**config.mk**
```make
export PLATFORM = sky130hd
export DESIGN_NAME = hub_ccc_command_decoder
export DESIGN_NICKNAME = d
export VERILOG_FILES = /design/src/hdl/hub_ccc_pkg.sv /design/src/hdl/hub_ccc_command_decoder.sv
export VERILOG_INCLUDE_DIRS = /design/src /design/src/hdl
export SDC_FILE = /design/constraint.sdc
export NUM_CORES = 1
export LEC_CHECK = 0
export BUFFER_PORTS_ARGS = -buffer_cell sky130_fd_sc_hd__buf_2
export CAP_MARGIN = 20
export CORE_MARGIN = 2
export CORE_UTILIZATION = 65
export CTS_BUF_LIST = sky130_fd_sc_hd__clkbuf_2
export CTS_CLUSTER_DIAMETER = 30
export CTS_CLUSTER_SIZE = 20
export DETAILED_ROUTE_END_ITERATION = 10
export PLACE_DENSITY = 0.91
export SYNTH_ARGS = -nofsm -noshare
export SYNTH_HDL_FRONTEND = slang
export SYNTH_SLANG_ARGS = --single-unit
```
**constraint.sdc**
```tcl
create_clock -name sys_clk_in -period 4.35 [get_ports sys_clk_in]
set_input_delay 0 -clock sys_clk_in [delete_from_list [all_inputs] [get_ports sys_clk_in]]
set_output_delay 0 -clock sys_clk_in [all_outputs]
set_load 0.05 [all_outputs]
```
**src/hdl/hub_ccc_defines.svh**
```systemverilog
/*
 Constants for the host-bus command decoder: bus codes, field codes
 and check-byte polynomial. Assumes inclusion by the decoder.
*/
`ifndef HUB_CCC_DEFINES_SVH
`define HUB_CCC_DEFINES_SVH

// -----------------------------------------------------------------
// Bus codes
// -----------------------------------------------------------------
`define HUB_ADDR_BCAST_W 8'hFC
`define HUB_CCC_DEVCTRL 8'h62
`define HUB_CRC_POLY 8'h07
`define HUB_CRC_INIT 8'h00

// -----------------------------------------------------------------
// Target scope codes
// -----------------------------------------------------------------
`define HUB_SCOPE_UNI 3'h0
`define HUB_SCOPE_MULTI 3'h3
`define HUB_SCOPE_BCAST 3'h7

// -----------------------------------------------------------------
// Transfer length codes
// -----------------------------------------------------------------
`define HUB_LEN_ONE 3'h0
`define HUB_LEN_TWO 3'h1
`define HUB_LEN_FOUR 3'h2
`define HUB_LEN_SIXTEEN 3'h3

`endif

```
**src/hdl/hub_ccc_pkg.sv**
```systemverilog
/*
 Types shared by the host-bus command decoder and its surroundings.
 Assumes a byte-level bus target in front of it on the same clock.
*/
package hub_ccc_pkg;

   // -----------------------------------------------------------------
   // Byte stream from the bus target
   // -----------------------------------------------------------------
   typedef struct packed {
      logic start;
      logic stop;
      logic valid;
      logic [7:0] data;
   } frame_t;

   typedef struct packed {
      logic valid;
      logic [7:0] offset;
      logic [7:0] data;
   } reg_write_t;

   typedef struct packed {
      logic valid;
      logic [2:0] len_code;
      logic [4:0] len_bytes;
      logic read;
      logic nvm;
      logic [4:0] block;
      logic [5:0] byte_addr;
   } cmd_t;

   typedef enum logic [3:0] {
      ST_IDLE = 4'b0000,
      ST_ADDR = 4'b0001,
      ST_CODE = 4'b0010,
      ST_SCOPE = 4'b0011,
      ST_GROUP = 4'b0100,
      ST_OFFSET = 4'b0101,
      ST_COUNT = 4'b0110,
      ST_DATA = 4'b0111,
      ST_PEC = 4'b1000,
      ST_END = 4'b1001,
      ST_CMD1 = 4'b1010,
      ST_CMD2 = 4'b1011,
      ST_SKIP = 4'b1100,
      ST_DRAIN = 4'b1101
   } state_t;

endpackage

```
**src/hdl/hub_ccc_command_decoder.sv**
```systemverilog
/*
 Host-bus command decoder: device-specific broadcast writes and the
 two-byte register/NVM command. Assumes a bus target on sys_clk_in that
 delivers start/stop/byte pulses, and bytes no closer than 9 clocks apart.
*/
// What this block does
// - Multicast writes act only on matching group code
// - Check byte covers command code onward, not address
// - Count byte upper field gives data bytes minus one
// - Further data bytes go to consecutive offsets
// - Two-byte commands only in I3C with checking
// - Length from second byte bits 7 to 5
// - Second byte bit 4 selects read or write
// - First byte bit 7 selects register or NVM
// - Block from both bytes, byte address from first byte
// - Scope code 011 compares group with identifier
// - Scope code 111 applies to every device
// - Scope codes other than 000, 011 and 111 are not acknowledged
`include "hub_ccc_defines.svh"

module hub_ccc_command_decoder (
   // Clock and reset
   input wire logic sys_clk_in,
   input wire logic reset_in,
   // Configuration
   input wire logic i3c_mode_in,
   input wire logic pec_enable_in,
   input wire logic [6:0] device_identifier_bits_in,
   // Byte stream
   input wire hub_ccc_pkg::frame_t frame_in,
   // Results
   output hub_ccc_pkg::reg_write_t reg_write_out,
   output hub_ccc_pkg::cmd_t cmd_out,
   output logic scope_nack_out,
   output logic pec_error_out,
   output logic cmd_reject_out
);
   import hub_ccc_pkg::*;

   typedef struct packed {
      state_t st;
      logic [7:0] crc;
      logic [2:0] scope;
      logic [7:0] offset;
      logic [2:0] count;
      logic [2:0] idx;
      logic [7:0][7:0] buffer;
      logic [7:0] byte1;
      logic by_start;
      reg_write_t wr;
      cmd_t cmd;
      logic nack;
      logic pec_err;
      logic reject;
   } core_t;

   core_t q;
   core_t d;
   logic [3:0] local_group_id;

   assign local_group_id = device_identifier_bits_in[6:3];

   // -----------------------------------------------------------------
   // Helpers
   // -----------------------------------------------------------------
   function automatic logic [7:0] crc8(input logic [7:0] crc, input logic [7:0] data);
      logic [7:0] c;
      c = crc ^ data;
      for (int i = 0; i < 8; i++) begin
         c = c[7] ? ((c << 1) ^ `HUB_CRC_POLY) : (c << 1);
      end
      return c;
   endfunction

   function automatic logic [4:0] len_of(input logic [2:0] code);
      case (code)
         `HUB_LEN_ONE: len_of = 5'h01;
         `HUB_LEN_TWO: len_of = 5'h02;
         `HUB_LEN_FOUR: len_of = 5'h04;
         `HUB_LEN_SIXTEEN: len_of = 5'h10;
         default: len_of = 5'h00;
      endcase
   endfunction

   // -----------------------------------------------------------------
   // Next state
   // -----------------------------------------------------------------
   always_comb begin
      d = q;
      d.wr.valid = 1'b0;
      d.cmd.valid = 1'b0;
      d.nack = 1'b0;
      d.pec_err = 1'b0;
      d.reject = 1'b0;
      if (q.st == ST_DRAIN) begin
         // Writes held until the segment proved good, then replayed
         d.wr.valid = 1'b1;
         d.wr.offset = q.offset + {5'h00, q.idx};
         d.wr.data = q.buffer[q.idx];
         if (q.idx == q.count) begin
            d.st = q.by_start ? ST_ADDR : ST_IDLE;
            d.idx = 3'h0;
         end else begin
            d.idx = q.idx + 3'h1;
         end
      end else if (frame_in.start || frame_in.stop) begin
         d.crc = `HUB_CRC_INIT;
         d.idx = 3'h0;
         d.by_start = frame_in.start;
         if (q.st == ST_END) begin
            d.st = ST_DRAIN;
         end else begin
            d.st = frame_in.start ? ST_ADDR : ST_IDLE;
         end
      end else if (frame_in.valid) begin
         case (q.st)
            ST_ADDR: begin
               if (frame_in.data == `HUB_ADDR_BCAST_W) begin
                  d.st = ST_CODE;
               end else if (frame_in.data == {device_identifier_bits_in, 1'b0} && i3c_mode_in && pec_enable_in) begin
                  d.st = ST_CMD1;
               end else begin
                  d.st = ST_SKIP;
               end
            end
            ST_CODE: begin
               d.crc = crc8(q.crc, frame_in.data);
               d.st = (frame_in.data == `HUB_CCC_DEVCTRL) ? ST_SCOPE : ST_SKIP;
            end
            ST_SCOPE: begin
               d.crc = crc8(q.crc, frame_in.data);
               d.scope = frame_in.data[7:5];
               if (frame_in.data[7:5] != `HUB_SCOPE_UNI && frame_in.data[7:5] != `HUB_SCOPE_MULTI
                   && frame_in.data[7:5] != `HUB_SCOPE_BCAST) begin
                  d.nack = 1'b1;
                  d.st = ST_SKIP;
               end else begin
                  // General-register form is handled elsewhere
                  d.st = frame_in.data[0] ? ST_GROUP : ST_SKIP;
               end
            end
            ST_GROUP: begin
               d.crc = crc8(q.crc, frame_in.data);
               if (q.scope == `HUB_SCOPE_BCAST
                   || (q.scope == `HUB_SCOPE_MULTI && frame_in.data[7:4] == local_group_id)
                   || (q.scope == `HUB_SCOPE_UNI && frame_in.data[7:1] == device_identifier_bits_in)) begin
                  d.st = ST_OFFSET;
               end else begin
                  d.st = ST_SKIP;
               end
            end
            ST_OFFSET: begin
               d.crc = crc8(q.crc, frame_in.data);
               d.offset = frame_in.data;
               d.st = ST_COUNT;
            end
            ST_COUNT: begin
               d.crc = crc8(q.crc, frame_in.data);
               d.count = frame_in.data[7:5];
               d.idx = 3'h0;
               d.st = ST_DATA;
            end
            ST_DATA: begin
               d.crc = crc8(q.crc, frame_in.data);
               d.buffer[q.idx] = frame_in.data;
               if (q.idx == q.count) begin
                  d.idx = 3'h0;
                  d.st = pec_enable_in ? ST_PEC : ST_END;
               end else begin
                  d.idx = q.idx + 3'h1;
               end
            end
            ST_PEC: begin
               if (frame_in.data == q.crc) begin
                  d.st = ST_END;
               end else begin
                  d.pec_err = 1'b1;
                  d.st = ST_SKIP;
               end
            end
            ST_END: begin
               // Surplus bytes spoil the segment
               d.st = ST_SKIP;
            end
            ST_CMD1: begin
               d.byte1 = frame_in.data;
               d.st = ST_CMD2;
            end
            ST_CMD2: begin
               d.st = ST_SKIP;
               if (frame_in.data[7]) begin
                  d.reject = 1'b1;
               end else begin
                  d.cmd.valid = 1'b1;
                  d.cmd.len_code = frame_in.data[7:5];
                  d.cmd.len_bytes = len_of(frame_in.data[7:5]);
                  d.cmd.read = frame_in.data[4];
                  d.cmd.nvm = q.byte1[7];
                  d.cmd.block = {frame_in.data[3:0], q.byte1[6]};
                  d.cmd.byte_addr = q.byte1[5:0];
               end
            end
            default: d.st = q.st;
         endcase
      end
   end

   always_ff @(posedge sys_clk_in) begin
      if (reset_in) begin
         q <= '0;
      end else begin
         q <= d;
      end
   end

   assign reg_write_out = q.wr;
   assign cmd_out = q.cmd;
   assign scope_nack_out = q.nack;
   assign pec_error_out = q.pec_err;
   assign cmd_reject_out = q.reject;

   // -----------------------------------------------------------------
   // Checks
   // -----------------------------------------------------------------
   crc_restart_a: assert property (@(posedge sys_clk_in) disable iff (reset_in)
      frame_in.start && q.st != ST_DRAIN && q.st != ST_END |=> q.crc == `HUB_CRC_INIT && q.st == ST_ADDR)
      else $error("check byte not restarted at start");
   first_offset_a: assert property (@(posedge sys_clk_in) disable iff (reset_in)
      reg_write_out.valid && !$past(reg_write_out.valid) |-> reg_write_out.offset == q.offset)
      else $error("first write not at given offset");
   next_offset_a: assert property (@(posedge sys_clk_in) disable iff (reset_in)
      reg_write_out.valid && $past(reg_write_out.valid) |-> reg_write_out.offset == $past(reg_write_out.offset) + 8'h01)
      else $error("write offsets not consecutive");
   cmd_gate_a: assert property (@(posedge sys_clk_in) disable iff (reset_in)
      q.st == ST_CMD1 && $past(q.st) == ST_ADDR |-> $past(i3c_mode_in && pec_enable_in))
      else $error("command decoded outside checked I3C mode");
   cmd_length_a: assert property (@(posedge sys_clk_in) disable iff (reset_in)
      cmd_out.valid |-> cmd_out.len_code == $past(frame_in.data[7:5]) && cmd_out.len_bytes != 5'h00)
      else $error("length code wrong");
   cmd_dir_a: assert property (@(posedge sys_clk_in) disable iff (reset_in)
      cmd_out.valid |-> cmd_out.read == $past(frame_in.data[4]))
      else $error("direction bit wrong");
   cmd_space_a: assert property (@(posedge sys_clk_in) disable iff (reset_in)
      cmd_out.valid |-> cmd_out.nvm == q.byte1[7])
      else $error("target space wrong");
   cmd_address_a: assert property (@(posedge sys_clk_in) disable iff (reset_in)
      cmd_out.valid |-> cmd_out.block == {$past(frame_in.data[3:0]), q.byte1[6]} && cmd_out.byte_addr == q.byte1[5:0])
      else $error("address fields wrong");
   scope_nack_a: assert property (@(posedge sys_clk_in) disable iff (reset_in)
      scope_nack_out |-> $past(q.st) == ST_SCOPE && $past(frame_in.data[7:5]) inside {3'h1, 3'h2, 3'h4, 3'h5, 3'h6})
      else $error("nack on a defined scope");
   pec_drop_a: assert property (@(posedge sys_clk_in) disable iff (reset_in)
      pec_error_out |=> !reg_write_out.valid ##1 !reg_write_out.valid)
      else $error("writes kept after bad check byte");
   reserved_a: assert property (@(posedge sys_clk_in) disable iff (reset_in)
      cmd_reject_out |-> $past(frame_in.data[7]) && !cmd_out.valid)
      else $error("reserved length not refused");

endmodule

```
==> impl_metrics.tcl, run 1 <==
set metrics [dict create \
    ant_nets 0 \
    startpoint_type "flip-flop" \
    via_count 5627 \
    post_drt_wl_per_cell_um 19.0 \
    final_area_sq_um 7430 \
    cts_tree "yes" \
    critPathMaxFanout 24 \
    die-area_sq_um 11500 \
    antenna_found_initial 0 \
    htreeDepth 4 \
    min_period_ns 2.96 \
    fin_worst_skew_ns 0.0341 \
    drive_gt1_frac 0.165 \
    area_growth_pct 6.93 \
    grt_first_pass_wirelength_um 27100 \
    clk_latency_ns 0.72 \
    synthMostInstantiatedCell "dfxtp_1" \
    syn-cell-area_sq_um 6950 \
    tightest_slew_ns 0.930 \
    fp.dieH_um 107 \
    post-route-period-util 0.681 \
    rows 37 \
    synth_cells 753 \
    die_w_um 107 \
    antenna_cells 0 \
    synth_edf_count 0 \
    worstPathRequired_ns 4.97 \
    place_hpwl_um 10400 \
    rsz0062_at_grt "no" \
    grtUsageTotal 0.300 \
    fin_nets 789 \
    cts_root_buffer "clkbuf_2" \
    coreArea_sq_um 10400 \
    synthTopCellsByCount "142 x dfxtp_1, 115 x nor2_1, 86 x mux2i_1" \
    hp-class "in2reg" \
    final_max_slew_viol_count 0 \
    clk_pin_slew_ns 0.20 \
    drt-total-wl_um 17200 \
    finalSetupViolations 0 \
    path_class "reg2reg" \
    ios 64 \
    ys_seq_area_frac 0.409 \
    final_core_util 0.717 \
    place_area_sq_um 6940 \
    syn_avg_cell_area_sq_um 9.23 \
    relSlewSlack 0.380 \
    netlist.top_cell.by_area "dfxtp_1" \
    drc_errors 0 \
    post_cts_buffers 0 \
    synth-seq-cells 142 \
    cts_num_sinks 142 \
    synth.area.top_cells "dfxtp_1 41%, mux2i_1 12%, nor2_1 6.2%" \
    grt_overflow 0 \
    synth_warnings 0 \
    p_leak_nw 3.04 \
    place_congestion 0.877 \
    vias_per_cell 6.20 \
    worstPathArrival_ns 3.58 \
    drt_iter0_markers 681 \
    synthFlopType "dfxtp_1" \
    grt_max_degree 91 \
    ir_worst_vdd_mv 0.306 \
    clk_path_buf_depth 2 \
    end_kind "flip-flop" \
    async_reset_ff_frac 0 \
    yosys.area.top_type_share 0.409 \
    tns_ns 0 \
    dr.pass1.iters 8 \
    powerDensity_nw_per_um2 326 \
    ys_types 66 \
    grt_pass1_vias 5483 \
    finalHoldViolCount 0 \
    start_util 0.670 \
    status "completed" \
    io_buffer_count 61 \
    numCtsBuffers 17 \
    max_freq_ghz 0.338 \
    cap_viol_max_count 0 \
]
-- final timing paths --
check                               start                 to  slack (ns)  depth (start not counted)
max reg2reg                        q[143]              q[42]        1.39                          6
max                                q[143]              q[42]        1.39                          6
min          device_identifier_bits_in[1]             q[143]        0.04                          6
min reg2reg             reg_write_out[11]  reg_write_out[11]        0.47                          2
-- logic make-up after synthesis --
family / count (synthesis) / synth area share
AO/OA/AOI/OAI: 96 / 0.0920
XOR/XNOR: 37 / 0.0508
adder cells (fa/ha/maj): 8 / 0.0155
buffers and inverters: 109 / 0.0817
flip-flops: 142 / 0.409
multiplexers: 103 / 0.177
other: 1 / 0.000540
AND/OR/NAND/NOR: 257 / 0.173
-- cell usage in the layout, fill, tap and decap left out, drive strengths merged, types with 15 or more instances in the layout --
cell,count
a21oi,36
buf,68
clkbuf,17
dfxtp,142
dlygate4sd3,19
mux2i,86
mux4,16
nand2,65
nand3,15
nor2,116
xnor2,26
-- cell type report --
type,instances,area [sq um]
fill,706,2940
timing repair buffer,87,554
tap,136,170
sequential,142,2840
inverter,8,30.0
clock buffer,17,85.1
multi-input combinational,503,3540
clock inverter,14,206
-- stage by stage --
stage          std cells  setup slack, ns  hold slack [ns]  total power (W)
2_1_floorplan        754             2.08            0.160          0.00147
3_3_place_gp         856             1.84            0.338          0.00150
3_5_place_dp         856             1.72            0.362          0.00151
4_1_cts              906             1.50           0.0265          0.00240
5_1_grt              907             1.25           0.0554          0.00248
6_report             907             1.39           0.0442          0.00242
-- metal layers --
layer  up-vias  GRT usage  wire length (um)
li1       2575          -                 -
met1      2723      0.366              6840
met2       273      0.506              8480
met3        56     0.0660              1270
met4         0      0.141               629
met5         -          0                 0
-- timing repair --
item,CTS,global route
endpoints found under the hold margin,117,0
hold buffers,19,0
resized for setup,0,0
-- report_power, final --
| part | total (W) | internal, W | switching, W |
|---|---|---|---|
| Clock | 0.000913 | 0.000388 | 0.000526 |
| Combinational | 0.000183 | 0.0000683 | 0.000114 |
| Sequential | 0.00132 | 0.00131 | 0.0000150 |
| Total | 0.00242 | 0.00176 | 0.000655 |
-- critical path, cell delays in order (launching register included) --
cell           delay (ns)
dfxtp_1              0.85
and3b_1              0.35
nand2_1              0.19
a22oi_1              0.28
dlygate4sd3_1        0.59
nor2_1               0.04
dlygate4sd3_1        0.58
(Power assumes the default switching activity.)
==> run 2: changes to the inputs <==
--- a/config.mk
+++ b/config.mk
@@ -6,15 +6,16 @@
 export SDC_FILE = /design/constraint.sdc
 export NUM_CORES = 1
 export LEC_CHECK = 0
+export ABC_AREA = 1
 export BUFFER_PORTS_ARGS = -buffer_cell sky130_fd_sc_hd__buf_2
 export CAP_MARGIN = 20
 export CORE_MARGIN = 2
-export CORE_UTILIZATION = 65
+export CORE_UTILIZATION = 62
 export CTS_BUF_LIST = sky130_fd_sc_hd__clkbuf_2
 export CTS_CLUSTER_DIAMETER = 30
 export CTS_CLUSTER_SIZE = 20
 export DETAILED_ROUTE_END_ITERATION = 10
-export PLACE_DENSITY = 0.91
+export PLACE_DENSITY = 0.88
 export SYNTH_ARGS = -nofsm -noshare
 export SYNTH_HDL_FRONTEND = slang
 export SYNTH_SLANG_ARGS = --single-unit
==> constraint.sdc (replaced) <==
create_clock -name sys_clk_in -period 2.75 [get_ports sys_clk_in]
set_input_delay 0 -clock sys_clk_in [delete_from_list [all_inputs] [get_ports sys_clk_in]]
set_output_delay 0 -clock sys_clk_in [all_outputs]
set_load 0.05 [all_outputs]
==> run 2 against run 1 <==
Sequential share of layout area is 0.20 points lower. Count of clock-buffer cells in the layout unchanged. Sequential power increased by 58%. Core utilization is 3.0 points lower. Synthesized cell count up 22%. Critical endpoint is now q[142]. Largest cell class unchanged.
==> impl_metrics.tcl, run 2 <==
set metrics [dict create \
    status "completed" \
    cap_viol_max_count 0 \
    grt_first_pass_wirelength_um 28300 \
    finalHoldViolCount 0 \
    critPathMaxFanout 9 \
    cts_num_sinks 142 \
    tns_ns 0 \
    final_common_cell "nand2_1" \
    relSlewSlack 0.421 \
    final_max_slew_viol_count 0 \
    dr.pass1.iters 7 \
    yosys.area.top_type_share 0.411 \
    synth_warnings 0 \
    post-route-period-util 0.970 \
    grtUsageMet2 0.479 \
    grt_max_degree 103 \
    final_core_util 0.686 \
    tightest_slew_ns 0.864 \
    fp.dieH_um 110 \
    final_area_sq_um 7470 \
    slowest_stage "dlygate4sd3_1" \
    synthFlopType "dfxtp_1" \
    ios 64 \
    use_met3 0.0729 \
    synthTopCellsByCount "146 x nand2_1, 142 x dfxtp_1, 123 x a21oi_1" \
    end_kind "flip-flop" \
    hp-class "in2reg" \
    rrSetupSlack_ns 0.31 \
    startpoint_type "primary input" \
    io_buffer_count 61 \
    grt.busiest_layer "met2" \
    drt_iter0_markers 662 \
    p_leak_nw 3.12 \
    crit_top_cell "dlygate4sd3_1" \
    place_congestion 0.971 \
    via_count 6248 \
    syn_avg_cell_area_sq_um 7.51 \
    powerDensity_nw_per_um2 533 \
    fin_hold_ws_ns 0.0960 \
    syn-cell-area_sq_um 6920 \
    drt-total-wl_um 17600 \
    path_class "in2reg" \
    fin_nets 978 \
    grt_pass1_vias 5704 \
    grt.met1_usage 0.408 \
    synth_edf_count 0 \
    ant_nets 0 \
    worst-path-buf-inv 6 \
    worstPathRequired_ns 3.38 \
    grtUsageTotal 0.311 \
    clk_pin_slew_ns 0.23 \
    cts_tree "yes" \
    min_period_ns 2.67 \
    async_reset_ff_frac 0 \
    layout_common_cells "146 x nand2_1, 142 x dfxtp_1, 123 x a21oi_1, 115 x o21ai_0, 97 x inv_1" \
    post_drt_wl_per_cell_um 16.0 \
    nFillCells 872 \
    crit_family "buffers and inverters" \
    area_growth_pct 7.95 \
    crit_chain "dlygate4sd3_1, buf_2, inv_2, nand3_1, dlygate4sd3_1, nor2_1, dlygate4sd3_1, nand2_1, dlygate4sd3_1, nand3_1, nand3_1, nand2_1, a21oi_1" \
    antenna_found_initial 1 \
    worstPathArrival_ns 3.30 \
    netlist.top_cell.by_area "dfxtp_1" \
    rsz0062_at_grt "no" \
    clk_path_buf_depth 2 \
    finalSetupViolations 0 \
    htreeDepth 4 \
    coreArea_sq_um 10900 \
    clk_latency_ns 0.73 \
    drive_gt1_frac 0.142 \
    multi_input_area_sq_um 3100 \
    numCtsBuffers 17 \
    max_freq_ghz 0.375 \
    start_util 0.636 \
    synth-seq-cells 142 \
    synth.area.top_cells "dfxtp_1 41%, a21oi_1 8.9%, o21ai_0 8.3%" \
    cts_root_buffer "clkbuf_2" \
    place_area_sq_um 6900 \
    rows 38 \
    die-area_sq_um 12000 \
    grt_overflow 0 \
    post_cts_buffers 0 \
    place_hpwl_um 11500 \
    synth_cells 922 \
    vias_per_cell 5.67 \
    ys_seq_area_frac 0.411 \
    regArea_sq_um 2840 \
    ys_types 45 \
    die_w_um 110 \
    critPathMaxStageDelay_ns 0.59 \
    ir_worst_vdd_mv 0.576 \
    drc_errors 0 \
    synthMostInstantiatedCell "nand2_1" \
    fin_worst_skew_ns 0.0373 \
]
run 2: cell count changes in the layout (fill, tap and decap cells not counted), moves of 7 or more:
cell,previous run,this run
inv_2,1,8
o21ai_0,7,115
a211oi_1,13,2
nand2_1,65,146
o211ai_1,1,8
mux4_2,16,0
mux2i_1,86,0
xnor2_1,26,16
inv_1,7,97
nand3_1,14,41
nor2_1,115,40
o21ai_1,1,18
a21oi_1,36,123
run 2: where the power goes:
group	internal [W]	switching, W	leakage, nW
combinational	0.000110	0.000226	1.79
sequential	0.00207	0.00000996	1.14
clock	0.000781	0.000786	0.188
run 2: final timing paths:
path,from,endpoint,cells after the start
worst min register to register,q[44],cmd_out[1],2
worst min-delay path,device_identifier_bits_in[3],q[143],11
worst max-delay path,frame_in[0],q[142],13
worst max register to register,q[138],q[140],12
run 2: area by class of cell:
class                           count  share of cell area
Antenna cell                        1            0.000335
Clock buffer                       17              0.0114
Clock inverter                     15              0.0323
Inverter                          113              0.0591
Multi-Input combinational cell    585               0.414
Sequential cell                   142               0.380
Tap cell                          140              0.0234
Timing Repair Buffer               89              0.0787
run 2: through the flow:
stage / setup slack [ns] / cells / power (W)
3_3_place_gp: 0.813 / 1045 / 0.00242
4_1_cts: 0.233 / 1101 / 0.00399
3_5_place_dp: 0.726 / 1045 / 0.00242
2_1_floorplan: 0.981 / 923 / 0.00234
5_1_grt: 0.00564 / 1102 / 0.00412
6_report: 0.0827 / 1102 / 0.00398
run 2: kinds of logic (layout without fill, tap and decap cells):
logic type	after synthesis	in the layout	share of synthesized area
AOI/OAI and AO/OA	290	290	0.222
and+or+nand+nor	261	261	0.177
buffers and inverters	196	234	0.143
DFF	142	142	0.411
xor gates and xnor gates	24	24	0.0315
adders and majority gates	8	8	0.0155
other	1	3	0.000542
run 2: metal layers:
layer  vias up  part of all wire
li1       3060                 -
met1      2816              0.44
met2       308              0.44
met3        64             0.088
met4         0             0.041
met5         -                 0
run 2: worst register-to-register path, stage by stage (launching register included):
cell,delay [ns]
dfxtp_1,0.37
xnor2_1,0.37
ha_1,0.22
nand3_1,0.08
nand3b_1,0.20
nor2_1,0.11
nor2_1,0.06
nand2_1,0.06
nand2_1,0.05
dlygate4sd3_1,0.57
nand2_1,0.10
nand2_1,0.06
a21oi_1,0.17
run 2: repair_timing:
action / in CTS / in global routing
setup endpoints to repair: 0 / 1
hold buffers: 24 / 0
resized for setup: 0 / 2
endpoints found under the hold margin: 120 / 0
==> run 3: changes to the inputs <==
--- a/config.mk
+++ b/config.mk
@@ -15,7 +15,7 @@
 export CTS_CLUSTER_DIAMETER = 30
 export CTS_CLUSTER_SIZE = 20
 export DETAILED_ROUTE_END_ITERATION = 10
-export PLACE_DENSITY = 0.88
+export PLACE_DENSITY = 0.83
 export SYNTH_ARGS = -nofsm -noshare
 export SYNTH_HDL_FRONTEND = slang
 export SYNTH_SLANG_ARGS = --single-unit
==> run 3 against run 2 <==
Sequential share of layout area up 0.72 points. Count of clock-buffer cells in the layout unchanged. Cell area down 1.9%. Core utilization down 1.3 points. Routed wire length up 0.40%. Clock skew down 0.00054 ns. Register-to-register slack worse by 0.04 ns. Total power down 11%. Via count down 2.1%. Maximum frequency up 2.3%. Worst hold slack about the same.
==> impl_metrics.tcl, run 3 (synthesized netlist as in run 2, its figures left out) <==
set metrics [dict create \
    status "completed" \
    ir_worst_vdd_mv 0.356 \
    coreArea_sq_um 10900 \
    io_buffer_count 61 \
    die_w_um 110 \
    fin_nets 976 \
    antenna_found_initial 0 \
    clk_latency_ns 0.74 \
    path_class "in2reg" \
    stdcell_count 1098 \
    regArea_sq_um 2840 \
    numCtsBuffers 17 \
    dr.pass1.iters 6 \
    final_max_slew_viol_count 0 \
    die-area_sq_um 12000 \
    cts_num_sinks 142 \
    end_kind "flip-flop" \
    place_congestion 0.954 \
    relSlewSlack 0.434 \
    finalHoldViolCount 0 \
    drc_errors 0 \
    cts_tree "yes" \
    fp.dieH_um 110 \
    dp_cells 1045 \
    rsz0062_at_grt "no" \
    final_area_sq_um 7330 \
    drt-total-wl_um 17700 \
    antenna_cells 0 \
    rows 38 \
    startpoint_type "primary input" \
    tightest_slew_ns 0.845 \
    multi_input_area_sq_um 3100 \
    area_growth_pct 5.95 \
    post_drt_wl_per_cell_um 16.1 \
    nFillCells 936 \
    final_common_cell "nand2_1" \
    critPathMaxFanout 9 \
    worstPathRequired_ns 3.44 \
    grt_pass1_vias 5516 \
    r2r_cells 11 \
    drive_gt1_frac 0.140 \
    worstPathArrival_ns 3.30 \
    cap_viol_max_count 0 \
    grtUsageTotal 0.313 \
    cts_root_buffer "clkbuf_2" \
    min_period_ns 2.61 \
    fin_worst_skew_ns 0.0367 \
    hold_depth 11 \
    p_leak_nw 3.05 \
    post-route-period-util 0.948 \
    tns_ns 0 \
    clk_pin_slew_ns 0.21 \
    grt_first_pass_wirelength_um 28500 \
    powerDensity_nw_per_um2 486 \
    grt_overflow 0 \
    finalSetupViolations 0 \
    place_area_sq_um 6900 \
    via_count 6118 \
    ios 64 \
    post_cts_buffers 0 \
    drt_iter0_markers 619 \
    vias_per_cell 5.57 \
    htreeDepth 4 \
    layout_common_cells "146 x nand2_1, 142 x dfxtp_1, 123 x a21oi_1, 115 x o21ai_0, 97 x inv_1" \
    max_freq_ghz 0.384 \
    grt_max_degree 68 \
    clk_path_buf_depth 2 \
    hp-class "in2reg" \
    place_hpwl_um 11900 \
    ant_nets 0 \
    fin_hold_ws_ns 0.0959 \
    start_util 0.636 \
]
-- run 3: final cells by class --
class,count,area share
clock inverters,14,0.0174
inverters,113,0.0599
well taps,140,0.0239
flip-flops and latches,142,0.388
repair buffers,87,0.0775
multi-input cells,585,0.422
clock buffers,17,0.0116
-- run 3: power breakdown --
group | switching, W | internal (W) | leakage, nW | total, W
sequential | 0.0000101 | 0.00207 | 1.14 | 0.00208
clock | 0.000757 | 0.000393 | 0.128 | 0.00115
combinational | 0.000223 | 0.000108 | 1.78 | 0.000331
total | 0.000991 | 0.00257 | 3.05 | 0.00356
-- run 3: worst max-delay path, cell delays in order --
cell           delay, ns
dlygate4sd3_1       0.54
buf_2               0.22
inv_2               0.25
nand3_1             0.11
dlygate4sd3_1       0.58
nor2_1              0.10
dlygate4sd3_1       0.56
nand2_1             0.08
dlygate4sd3_1       0.55
nand2_1             0.06
nand3_1             0.10
a21oi_1             0.14
-- run 3: stage by stage --
stage | total power, W | setup slack (ns) | util
2_1_floorplan | 0.00234 | 0.981 | -
3_3_place_gp | 0.00242 | 0.796 | 0.634
3_5_place_dp | 0.00243 | 0.728 | 0.634
4_1_cts | 0.00357 | 0.224 | 0.674
5_1_grt | 0.00370 | 0.0129 | 0.674
6_report | 0.00356 | 0.143 | 0.674
-- run 3: path summary, 6_finish.rpt --
| check | slack, ns | startpoint | end |
|---|---|---|---|
| hold reg to reg | 0.44 | q[44] | cmd_out[1] |
| setup reg to reg | 0.27 | q[141] | cmd_out[19] |
| setup / recovery | 0.14 | frame_in[0] | q[141] |
| hold / removal | 0.1 | device_identifier_bits_in[4] | q[142] |
-- run 3: repair_timing --
item                       CTS  global route
hold endpoints to repair   125             0
gates resized for setup      0             0
setup endpoints to repair    0             0
hold buffers                22             0
-- run 3: per-layer routing --
metal | global-route usage | routed length (um) | part of all wire | vias up
li1 | - | - | - | 3053
met1 | 0.445 | 8010 | 0.45 | 2778
met2 | 0.482 | 8030 | 0.45 | 256
met3 | 0.0587 | 1340 | 0.076 | 31
met4 | 0.0986 | 330 | 0.019 | 0
met5 | 0 | 0 | 0 | -
